`config.mk`:
```
export PLATFORM = sky130hd
export DESIGN_NAME = hbw_unit
export DESIGN_NICKNAME = d
export VERILOG_FILES = /design/src/logic/hbw_pkg.sv /design/src/logic/hbw_scratch_mem.sv /design/src/logic/hbw_unit.sv
export SDC_FILE = /design/constraint.sdc
export NUM_CORES = 2
export LEC_CHECK = 0
export ABC_CLOCK_PERIOD_IN_PS = 3990
export BUFFER_PORTS_ARGS = -buffer_cell sky130_fd_sc_hd__buf_2
export CAP_MARGIN = 30
export CORE_UTILIZATION = 50
export CTS_BUF_LIST = sky130_fd_sc_hd__clkbuf_16
export DETAILED_ROUTE_END_ITERATION = 10
export PLACE_DENSITY = 0.7
export SLEW_MARGIN = 10
export SYNTH_ARGS = -nofsm -noshare
export SYNTH_HDL_FRONTEND = slang
export SYNTH_SLANG_ARGS = --single-unit
```
`constraint.sdc`:
```
create_clock -name I_CLK -period 3.99 [get_ports I_CLK]
set_input_delay 0.399 -clock I_CLK [delete_from_list [all_inputs] [get_ports I_CLK]]
set_output_delay 0.399 -clock I_CLK [all_outputs]
set_load 0.005 [all_outputs]
```
`src/logic/hbw_pkg.sv`:
```
package hbw_pkg;
    // ========================================
    // sizes
    localparam int NUM_CORES = 8;
    localparam int NUM_UNITS = 4;
    localparam int ADDR_W = 8;
    localparam int DATA_W = 32;
    localparam int SCRATCH_WORDS = 8;

    // ========================================
    // register offsets (printed index, used directly as address)
    localparam logic [7:0] OFS_STOP = 8'h18;
    localparam logic [7:0] OFS_SCR = 8'h20;
    localparam logic [7:0] OFS_IBA = 8'h30;
    localparam logic [7:0] OFS_IBC = 8'h40;
    localparam logic [7:0] OFS_DWA = 8'h50;
    localparam logic [7:0] OFS_DWB = 8'h60;
    localparam logic [7:0] OFS_DWC = 8'h70;
    localparam logic [7:0] OFS_RWM = 8'h80;
    localparam logic [7:0] OFS_RWV = 8'h90;
    localparam logic [7:0] OFS_RWC = 8'h9c;

    // ========================================
    // control field positions
    localparam int CTL_EN_BIT = 0;
    localparam int CTL_INV_BIT = 1;
    localparam int CTL_LOAD_BIT = 2;
    localparam int CTL_CORE_LSB = 16;
    localparam int STOP_LSB = 0;

    // ========================================
    // cause codes of the debug interrupt
    typedef enum logic [2:0] {
        CAUSE_NONE = 3'h0,
        CAUSE_IBRK = 3'h3,
        CAUSE_DWATCH = 3'h4,
        CAUSE_RWATCH = 3'h5
    } hbw_cause_type;

    typedef struct packed {
        logic [7:0] cores;
        logic load;
        logic inv;
        logic en;
    } hbw_ctl_type;

    // ========================================
    // values after reset
    localparam hbw_ctl_type RST_CTL = 11'h000;
    localparam logic [31:0] RST_WORD = 32'h0000_0000;
    localparam logic [7:0] RST_STOP = 8'h00;
endpackage

```
`src/logic/hbw_scratch_mem.sv`:
```
module hbw_scratch_mem #(
    parameter int WORDS = 8,
    parameter int WIDTH = 32
) (
    input wire logic i_clk,
    input wire logic i_rst,
    input wire logic i_we,
    input wire logic [$clog2(WORDS)-1:0] i_waddr,
    input wire logic [WIDTH-1:0] i_wdata,
    input wire logic i_re,
    input wire logic [$clog2(WORDS)-1:0] i_raddr,
    output logic [WIDTH-1:0] o_rdata
);
    typedef struct packed {
        logic [WORDS-1:0][WIDTH-1:0] mem;
        logic [WIDTH-1:0] rdata;
    } hbw_mem_type;

    hbw_mem_type st_r;
    hbw_mem_type st_nxt;

    // ========================================
    // read before write: same-cycle write is seen on the next read
    always_comb begin
        st_nxt = st_r;
        if (i_re) begin
            st_nxt.rdata = st_r.mem[i_raddr];
        end
        if (i_we) begin
            st_nxt.mem[i_waddr] = i_wdata;
        end
    end

    always_ff @(posedge i_clk) begin
        if (i_rst) begin
            st_r <= '0;
        end else begin
            st_r <= st_nxt;
        end
    end

    assign o_rdata = st_r.rdata;
endmodule

```
`src/logic/hbw_unit.sv`:
```
// Design decision made here: strobed register access.
module hbw_unit (
    input wire logic I_CLK,
    input wire logic I_SYS_RST,
    input wire logic [7:0] I_ADDR,
    input wire logic [31:0] I_WDATA,
    input wire logic I_WR_EN,
    input wire logic I_RD_EN,
    output logic [31:0] O_RDATA,
    input wire logic I_DBG_MODE,
    input wire logic I_EXEC_VALID,
    input wire logic [2:0] I_EXEC_CORE,
    input wire logic [31:0] I_EXEC_PC,
    input wire logic I_MEM_VALID,
    input wire logic I_MEM_LOAD,
    input wire logic [2:0] I_MEM_CORE,
    input wire logic [31:0] I_MEM_ADDR,
    input wire logic I_RES_VALID,
    input wire logic [2:0] I_RES_CORE,
    input wire logic [31:0] I_RES_ID,
    output logic [7:0] O_CORE_RUN_EN,
    output logic O_DBG_IRQ,
    output logic [2:0] O_DBG_CAUSE,
    output logic [1:0] O_DBG_UNIT,
    output logic [31:0] O_DBG_DATA
);
    typedef struct packed {
        logic [7:0] stop;
        logic [3:0][31:0] iba;
        hbw_pkg::hbw_ctl_type [3:0] ibc;
        logic [3:0][31:0] dwa;
        logic [3:0][31:0] dwb;
        hbw_pkg::hbw_ctl_type [3:0] dwc;
        logic [3:0][31:0] rwm;
        logic [3:0][31:0] rwv;
        hbw_pkg::hbw_ctl_type [3:0] rwc;
        logic [31:0] rdata;
        logic scr_rd;
        logic irq;
        hbw_pkg::hbw_cause_type cause;
        logic [1:0] unit;
        logic [31:0] data;
    } hbw_state_type;

    hbw_state_type st_r;
    hbw_state_type st_nxt;
    logic [31:0] scr_rdata;
    logic [3:0] hit_ib;
    logic [3:0] hit_dw;
    logic [3:0] hit_rw;
    logic [7:0] base;
    logic [1:0] idx;
    logic is_scr;

    // ========================================
    // helpers
    function automatic hbw_pkg::hbw_ctl_type ctl_wr(input logic [31:0] w, input logic has_load);
        hbw_pkg::hbw_ctl_type c;
        c.cores = w[hbw_pkg::CTL_CORE_LSB +: 8];
        c.load = has_load & w[hbw_pkg::CTL_LOAD_BIT];
        c.inv = w[hbw_pkg::CTL_INV_BIT];
        c.en = w[hbw_pkg::CTL_EN_BIT];
        return c;
    endfunction

    function automatic logic [31:0] ctl_rd(input hbw_pkg::hbw_ctl_type c);
        logic [31:0] w;
        w = hbw_pkg::RST_WORD;
        w[hbw_pkg::CTL_CORE_LSB +: 8] = c.cores;
        w[hbw_pkg::CTL_LOAD_BIT] = c.load;
        w[hbw_pkg::CTL_INV_BIT] = c.inv;
        w[hbw_pkg::CTL_EN_BIT] = c.en;
        return w;
    endfunction

    // unit armed for this core; a clear enable bit or core bit blocks it
    function automatic logic armed(input hbw_pkg::hbw_ctl_type c, input logic [2:0] core);
        return c.en & c.cores[core];
    endfunction

    function automatic logic [1:0] lowest(input logic [3:0] h);
        logic [1:0] n;
        n = 2'h0;
        for (int k = 3; k >= 0; k--) begin
            if (h[k]) begin
                n = k[1:0];
            end
        end
        return n;
    endfunction

    assign base = {I_ADDR[7:2], 2'h0};
    assign idx = I_ADDR[1:0];
    assign is_scr = (I_ADDR[7:3] == hbw_pkg::OFS_SCR[7:3]);

    // ========================================
    // scratch words
    // scratch word storage
    hbw_scratch_mem #(
        .WORDS(hbw_pkg::SCRATCH_WORDS),
        .WIDTH(hbw_pkg::DATA_W)
    ) u_scratch (
        .i_clk(I_CLK),
        .i_rst(I_SYS_RST),
        .i_we(I_WR_EN & is_scr),
        .i_waddr(I_ADDR[2:0]),
        .i_wdata(I_WDATA),
        .i_re(I_RD_EN & is_scr),
        .i_raddr(I_ADDR[2:0]),
        .o_rdata(scr_rdata)
    );

    // ========================================
    // comparators
    always_comb begin
        for (int i = 0; i < hbw_pkg::NUM_UNITS; i++) begin
            hit_ib[i] = I_EXEC_VALID & armed(st_r.ibc[i], I_EXEC_CORE)
                & ((I_EXEC_PC == st_r.iba[i]) ^ st_r.ibc[i].inv);
            // loads only with load bit; stores always
            hit_dw[i] = I_MEM_VALID & armed(st_r.dwc[i], I_MEM_CORE)
                & (~I_MEM_LOAD | st_r.dwc[i].load)
                & (st_r.dwc[i].inv
                   ? !((I_MEM_ADDR > st_r.dwb[i]) && (I_MEM_ADDR < st_r.dwa[i]))
                   : ((I_MEM_ADDR >= st_r.dwa[i]) && (I_MEM_ADDR <= st_r.dwb[i])));
            hit_rw[i] = I_RES_VALID & armed(st_r.rwc[i], I_RES_CORE)
                & (((I_RES_ID & st_r.rwm[i]) == st_r.rwv[i]) ^ st_r.rwc[i].inv);
        end
    end

    // ========================================
    // next state
    always_comb begin
        st_nxt = st_r;
        st_nxt.irq = 1'b0;
        st_nxt.scr_rd = I_RD_EN & is_scr;
        // register writes
        if (I_WR_EN) begin
            unique case (base)
                hbw_pkg::OFS_STOP: begin
                    if (idx == 2'h0) begin
                        st_nxt.stop = I_WDATA[hbw_pkg::STOP_LSB +: 8];
                    end
                end
                hbw_pkg::OFS_IBA: st_nxt.iba[idx] = I_WDATA;
                hbw_pkg::OFS_IBC: st_nxt.ibc[idx] = ctl_wr(I_WDATA, 1'b0);
                hbw_pkg::OFS_DWA: st_nxt.dwa[idx] = I_WDATA;
                hbw_pkg::OFS_DWB: st_nxt.dwb[idx] = I_WDATA;
                hbw_pkg::OFS_DWC: st_nxt.dwc[idx] = ctl_wr(I_WDATA, 1'b1);
                hbw_pkg::OFS_RWM: st_nxt.rwm[idx] = I_WDATA;
                hbw_pkg::OFS_RWV: st_nxt.rwv[idx] = I_WDATA;
                hbw_pkg::OFS_RWC: st_nxt.rwc[idx] = ctl_wr(I_WDATA, 1'b0);
                default: ;
            endcase
        end
        // register reads; unmapped reads return zero
        st_nxt.rdata = hbw_pkg::RST_WORD;
        if (I_RD_EN) begin
            unique case (base)
                hbw_pkg::OFS_STOP: begin
                    if (idx == 2'h0) begin
                        st_nxt.rdata[hbw_pkg::STOP_LSB +: 8] = st_r.stop;
                    end
                end
                hbw_pkg::OFS_IBA: st_nxt.rdata = st_r.iba[idx];
                hbw_pkg::OFS_IBC: st_nxt.rdata = ctl_rd(st_r.ibc[idx]);
                hbw_pkg::OFS_DWA: st_nxt.rdata = st_r.dwa[idx];
                hbw_pkg::OFS_DWB: st_nxt.rdata = st_r.dwb[idx];
                hbw_pkg::OFS_DWC: st_nxt.rdata = ctl_rd(st_r.dwc[idx]);
                hbw_pkg::OFS_RWM: st_nxt.rdata = st_r.rwm[idx];
                hbw_pkg::OFS_RWV: st_nxt.rdata = st_r.rwv[idx];
                hbw_pkg::OFS_RWC: st_nxt.rdata = ctl_rd(st_r.rwc[idx]);
                default: ;
            endcase
        end
        // one request; no new hits while already in debug mode
        if (!I_DBG_MODE) begin
            // lowest unit wins; instruction before data before resource
            if (|hit_ib) begin
                st_nxt.irq = 1'b1;
                st_nxt.cause = hbw_pkg::CAUSE_IBRK;
                st_nxt.unit = lowest(hit_ib);
                st_nxt.data = I_EXEC_PC;
            end else if (|hit_dw) begin
                st_nxt.irq = 1'b1;
                st_nxt.cause = hbw_pkg::CAUSE_DWATCH;
                st_nxt.unit = lowest(hit_dw);
                st_nxt.data = I_MEM_ADDR;
            end else if (|hit_rw) begin
                st_nxt.irq = 1'b1;
                st_nxt.cause = hbw_pkg::CAUSE_RWATCH;
                st_nxt.unit = lowest(hit_rw);
                st_nxt.data = I_RES_ID;
            end
        end
    end

    // ========================================
    // state register
    // enables and core fields reset to zero
    always_ff @(posedge I_CLK) begin
        if (I_SYS_RST) begin
            st_r <= '0;
            st_r.stop <= hbw_pkg::RST_STOP;
            st_r.ibc <= {4{hbw_pkg::RST_CTL}};
            st_r.dwc <= {4{hbw_pkg::RST_CTL}};
            st_r.rwc <= {4{hbw_pkg::RST_CTL}};
        end else begin
            st_r <= st_nxt;
        end
    end

    // ========================================
    // outputs
    // stopped cores held whenever out of debug mode
    // same mask keeps them halted after debug return
    assign O_CORE_RUN_EN = I_DBG_MODE ? 8'h00 : ~st_r.stop;
    assign O_RDATA = st_r.scr_rd ? scr_rdata : st_r.rdata;
    assign O_DBG_IRQ = st_r.irq;
    assign O_DBG_CAUSE = st_r.cause;
    assign O_DBG_UNIT = st_r.unit;
    assign O_DBG_DATA = st_r.data;
endmodule

```
# ---- Word level (Yosys, flattened, before mapping)
# Index checks and enable logic that the tools add are counted.
dict set report word_totals {
  out_inout_bits 78
  elab_cells 299
  inputBits 154
  register_bits 1139
}
dict set report op_classes {
  magnitude_cmp 23
  eq_ne 18
  n_mux 81
  n_bitwise 62
  n_reduce_logical 31
}
# cell n
set op_table {}
lappend op_table {{128-bit bitwise mux} 5}
lappend op_table {{32-bit binary-select mux with 2-bit select} 5}
lappend op_table {{32-bit 2-to-1 mux} 9}
lappend op_table {{256-bit bitwise mux} 1}
lappend op_table {{32-bit equality test} 8}
lappend op_table {{24-bit one-hot mux with 8 select lines} 1}
lappend op_table {{44-bit bitwise mux} 3}
lappend op_table {{32-bit AND} 4}
lappend op_table {{32-bit >= comparator} 4}
lappend op_table {{32-bit greater-than comparator} 4}
lappend op_table {{32-bit less-or-equal comparator} 4}
lappend op_table {{32-bit less-than comparator} 4}
lappend op_table {{38-bit 2-to-1 mux} 3}
lappend op_table {{32-bit binary-select mux with 3-bit select} 1}
lappend op_table {{32-bit demux with 3-bit select} 1}
lappend op_table {{8-bit one-hot mux with 9 select lines} 1}
lappend op_table {{11-bit binary-select mux with 2-bit select} 3}
lappend op_table {{32-bit demux with 2-bit select} 1}
lappend op_table {{11-bit 2-to-1 mux} 4}
lappend op_table {{1-bit AND} 42}
lappend op_table {{1-bit binary-select mux with 3-bit select} 12}
lappend op_table {{6-bit by 5-bit equality test with 1-bit output (second input constant)} 4}
lappend op_table {{2-bit 2-to-1 mux} 12}
lappend op_table {{11-bit demux with 2-bit select} 1}
lappend op_table {{22 further kinds} 78}

# ---- Longest topological paths before layout
dict set report depth {
  word_depth 12
  ltp_mapped 14
  ltp_nobuf 12
}

# ---- By module
# Synthesis repeated with hierarchy kept, for this count alone.
dict set report unflattened {
  hier_cells 7319
  area_unflattened_um2 59414.5
}
# module cells_each n_inst area_each_um2 seq_area_each_um2
set modules_own_cells {}
lappend modules_own_cells {hbw_unit 5798 1 47078.9 16876.2}
lappend modules_own_cells {hbw_scratch_mem 1521 1 12335.6 5765.5}

# ---- Worst setup path before layout
# OpenSTA, ideal clock, no wires.
dict set report synth_timing {
  kind {input -> register}
  start {input I_MEM_ADDR[31]}
  end {register st_r (netlist bit O_DBG_DATA[10])}
  setup_ns 0.134
  stages 13
  arrival_ns 3.009
  path_slack_ns 0.847
  t_required_ns 3.856
  n_path_buf 2
  cell_sequence {ha_1 and4_1 nand2_1 or4_4 a31oi_2 o21ai_1 a311o_1 and4_4 and3_1 buf_6 buf_6 a221oi_2 a211oi_1}
}
dict set report synth_between {
  elab_chain_cells 8
  word_cells_on_any_way 41
  cone_classes {order compare (16); mux (6); bitwise (4); reduce/logical (15)}
}
# element line
set synth_lines {}
lappend synth_lines {{from (decl)} hbw_unit.sv:17} ;# input wire logic [31:0] I_MEM_ADDR,
lappend synth_lines {{32-bit greater-than comparator / 32-bit less-than comparator (equally long branches)} hbw_unit.sv:123} ;# ? !((I_MEM_ADDR > st_r.dwb[i]) && (I_MEM_ADDR < st_r.dwa[i]))
lappend synth_lines {{1-bit logical AND} hbw_unit.sv:123}
lappend synth_lines {{1-bit logical NOT} hbw_unit.sv:123}
lappend synth_lines {{1-bit 2-to-1 mux} hbw_unit.sv:123}
lappend synth_lines {{1-bit AND} hbw_unit.sv:122} ;# & (st_r.dwc[i].inv
lappend synth_lines {{4-bit OR reduction (*)} hbw_unit.sv:183} ;# end else if (|hit_dw) begin
lappend synth_lines {{3-bit nonzero test (no source line) / 38-bit 2-to-1 mux (equally long branches)} n/a}
lappend synth_lines {{2-bit AND reduction (no source line) / 38-bit 2-to-1 mux (equally long branches)} n/a}
lappend synth_lines {{to (signal assigned)} hbw_unit.sv:208} ;# st_r <= st_nxt;
lappend synth_lines {{to (decl)} hbw_unit.sv:45} ;# hbw_state_type st_r;
# Mark *: on every way between the ends. The rest lies on a longest branch, timed or not.
# A chain may end at the register's enable or synchronous reset.

# ---- Final worst setup path
dict set report layout_timing {
  start {register st_r[370] in the netlist's numbering}
  end {register st_r (netlist bit O_DBG_UNIT[0])}
}
dict set report layout_between {
  elab_chain_cells 11
  word_cells_on_any_way 14
  cone_classes {eq/ne (1); mux (7); bitwise (3); reduce/logical (3)}
}
# element line
set layout_lines {}
lappend layout_lines {{32-bit AND (*)} hbw_unit.sv:126} ;# & (((I_RES_ID & st_r.rwm[i]) == st_r.rwv[i]) ^ st_r.rwc[i].inv);
lappend layout_lines {{32-bit equality test (*)} hbw_unit.sv:126}
lappend layout_lines {{1-bit XOR (*)} hbw_unit.sv:126}
lappend layout_lines {{1-bit AND (*)} hbw_unit.sv:126}
lappend layout_lines {{2-bit 2-to-1 mux (4 in series)} hbw_unit.sv:85} ;# if (h[k]) begin
lappend layout_lines {{38-bit 2-to-1 mux} hbw_unit.sv:188} ;# end else if (|hit_rw) begin
lappend layout_lines {{38-bit 2-to-1 mux} hbw_unit.sv:183}
lappend layout_lines {{38-bit 2-to-1 mux} hbw_unit.sv:178} ;# if (|hit_ib) begin
# Mark *: on every way between the ends. The rest lies on a longest branch, timed or not. The select of a mux whose other input is x is not followed.

==> impl_metrics.json <==
{
  "async_reset_ff_frac": 0,
  "htree_levels": 3,
  "clockBufferDepth": 3,
  "drive_gt1_frac": 0.1403,
  "hold_depth": 3,
  "rows": 125,
  "criticalPathCategory": "flip-flop to flip-flop",
  "powerDensity_nw_per_um2": 374.7,
  "slowest_delay_ns": 0.63,
  "cp.required_ns": 4.69,
  "internal_power_uw": 18200,
  "ys_seq_area_frac": 0.3844,
  "numCtsBuffers": 119,
  "cts_tree": "built",
  "die_h_um": 345.2,
  "p_leak_uw": 0.02272,
  "hpwl_um": 176500,
  "initial_core_util": 0.5056,
  "power_switching_share": 0.2585,
  "switchingPower_uw": 6343,
  "hold_ws_ns": -0.003311,
  "grt_usage": 0.4145,
  "syn_area_um2": 58910,
  "min_from": "I_WDATA[25]",
  "dr_total_vias": 56130,
  "syn_area_per_cell_um2": 8.178,
  "synth_most_common_cell": "nand2_1",
  "slew_headroom": 0.2130,
  "cp_max_fo": 4,
  "die_area_um2": 119200,
  "cts-root-buf": "clkbuf_16",
  "clkLatencyLatePin_ns": 0.82,
  "path_clk_slew_ns": 0.06,
  "worst_slew_pin_slew_ns": 1.181,
  "p_seq_frac": 0.461,
  "synth_warnings": 0,
  "core_area_um2": 116500,
  "pwr-share-comb": 0.072,
  "netlist_top_cells_area": "dfxtp_1, nand2_1, mux4_2",
  "ys_seq_elements": 1131,
  "rsz0062_at_grt": "no",
  "min_period_over_period": 0.9565,
  "synth_top_area_cell": "dfxtp_1",
  "wl_per_cell_um": 29.00,
  "r2r_slack_ns": 0.17,
  "dr.pass1.iters": 6,
  "viasPerCell": 6.393,
  "crit_arrival_ns": 4.52,
  "synth_top_area_frac": 0.3844,
  "synth_ff_type": "dfxtp_1",
  "drc_errors": 0,
  "die_w_um": 345.2,
  "max_freq_mhz": 262.0,
  "routed_wl_um": 254600,
  "drt_iter0_markers": 8742,
  "maxSlewViolCount": 0,
  "hold_path_class": "input port to flip-flop",
  "hold_end": "u_scratch.st_r[249]",
  "worst_slack_ns": 0.1736,
  "antenna_found_initial": 35,
  "r2r_cells": 13,
  "finalSetupViolations": 0,
  "cts_sinks": 1131,
  "vdd_ir_drop_max_mv": 0.4182,
  "cp-startpoint": "st_r[370]",
  "r2r-start": "st_r[370]",
  "routabilityCongestion": 1.098,
  "synth_edf_count": 0,
  "worstSetupStartpointType": "flip-flop",
  "first_global_vias": 51070,
  "pre_cts_ws_ns": 0.02087,
  "violations": "negative hold slack",
  "synth_common_cells": "nand2_1, a21oi_1, dfxtp_1, clkbuf_1, mux4_2",
  "synthDistinctLibCells": 67,
  "status": "complete, but fails checks",
  "period_minus_slack_ns": 3.816,
  "final_antenna_net_count": 0,
  "worst_path_most_repeated_cell": "buf_4",
  "grt-ovfl-total": 0,
  "hold_viol": 5,
  "grt_max_degree": 214,
  "cts_setup_buffers": 0,
  "fin_skew_ns": 0.04949,
  "cp_slowest_cell": "o21ai_0",
  "p_clk_frac": 0.467,
  "syn-num-nets": 7613,
  "crit_chain": "a21oi_1 -> o22a_1 -> nand4_1 -> nor4_1 -> buf_4 -> mux2i_1 -> buf_4 -> o21ai_0 -> a21oi_1 -> buf_4 -> o21ai_0 -> a31oi_1 -> a211oi_1",
  "portBuffers": 231,
  "num-fill-cells": 10630,
  "synthToLayoutAreaGrowth_pct": 11.18,
  "io_pins": 232,
  "nets": 7550,
  "postSynthCellCount": 7203,
  "endpoint_kind": "flip-flop",
  "cap_violations": 0,
  "fin_total_pwr_uw": 24540,
  "grt_pass1_wl_um": 362200,
  "rr_endpoint": "O_DBG_UNIT[0]",
  "final_core_util": 0.5621
}
## worst max path at each step
stage / to / cells past startpoint / slack, ns
after floorplan: O_DBG_DATA[10] / 13 / 0.85
after global placement: O_DBG_UNIT[1] / 12 / -0.22
after detailed placement: O_DBG_UNIT[1] / 15 / 0.02
after CTS: O_DBG_UNIT[1] / 15 / 0.15
after global routing: O_DBG_DATA[31] / 13 / 0.07
final: O_DBG_UNIT[0] / 13 / 0.17
## per-layer routing
metal | up-vias | global-route usage | part of all wire
li1 | 24620 | - | -
met1 | 26830 | 0.5314 | 0.37
met2 | 3814 | 0.6025 | 0.42
met3 | 831 | 0.1184 | 0.13
met4 | 26 | 0.2853 | 0.081
met5 | - | 0 | 0.00075
## cells by family after synthesis
kind of cell               synth area share
buffers and inverters               0.06111
and+or+nand+nor                      0.1924
AOI/OAI and AO/OA                    0.1667
adders and majority gates           0.05437
xor gates and xnor gates            0.01903
muxes                                0.1221
DFF                                  0.3844
## through the flow
stage	cell area, um^2	setup TNS [ns]	hold slack, ns	cells
2_1_floorplan	58910	0	0.4290	7203
3_3_place_gp	61370	-0.5023	0.4358	8534
3_5_place_dp	61410	0	0.4438	8537
4_1_cts	65340	0	0.02577	8756
5_1_grt	65480	0	0.008502	8772
6_report	65500	0	-0.003311	8780
## layout make-up
class	instances	area (um^2)	area share
clock buffers	120	3003	0.04585
flip-flops and latches	1131	22640	0.3457
inverters	266	998.5	0.01524
diodes	19	47.55	0.0007259
multi-input cells	5167	32760	0.5002
clock inverters	98	913.4	0.01395
well taps	1524	1907	0.02911
repair buffers	455	3224	0.04923
## worst max-delay path, delay by kind of cell (launching register included)
| kind | cells | cell delay, ns |
|---|---|---|
| AND/OR/NAND/NOR | 2 | 0.47 |
| flip-flops | 1 | 0.34 |
| buffers and inverters | 3 | 0.51 |
| AO/OA/AOI/OAI | 7 | 2.28 |
| multiplexers | 1 | 0.11 |
## what timing repair did
action	CTS	global route
resized for setup	0	2
setup endpoints to repair	0	13
hold buffers	1	1
hold endpoints to repair	8	4
## cells in the final DEF (no fill, tap or decap), types with 50 or more instances in the layout
cell	instances
a211oi_1	99
a21oi_1	1213
a22oi_1	67
and3_1	70
buf_2	228
buf_4	194
clkbuf_16	120
dfxtp_1	1130
ha_1	256
inv_1	278
mux4_2	279
nand2_1	2194
nand3_1	64
nand4_1	75
nor2_1	107
nor2b_1	50
nor4_1	54
xor2_1	128
## power groups by stage
stage | clock network [uW] | registers [uW] | logic [uW]
global route | 11900 | 11300 | 1820
floorplan | 0 | 11600 | 958
finish | 11500 | 11300 | 1760
CTS | 11400 | 11300 | 1680
detailed placement | 0 | 11600 | 1680
global placement | 0 | 11600 | 1660
## state kept, by name, indices dropped and copies added (netlist names)
signal / flops
st_r: 805
O_DBG_UNIT: 2
u_scratch.o_rdata: 32
O_DBG_CAUSE: 3
O_DBG_IRQ: 1
u_scratch.st_r: 256
O_DBG_DATA: 32
Power figures use the tool's default switching activity.
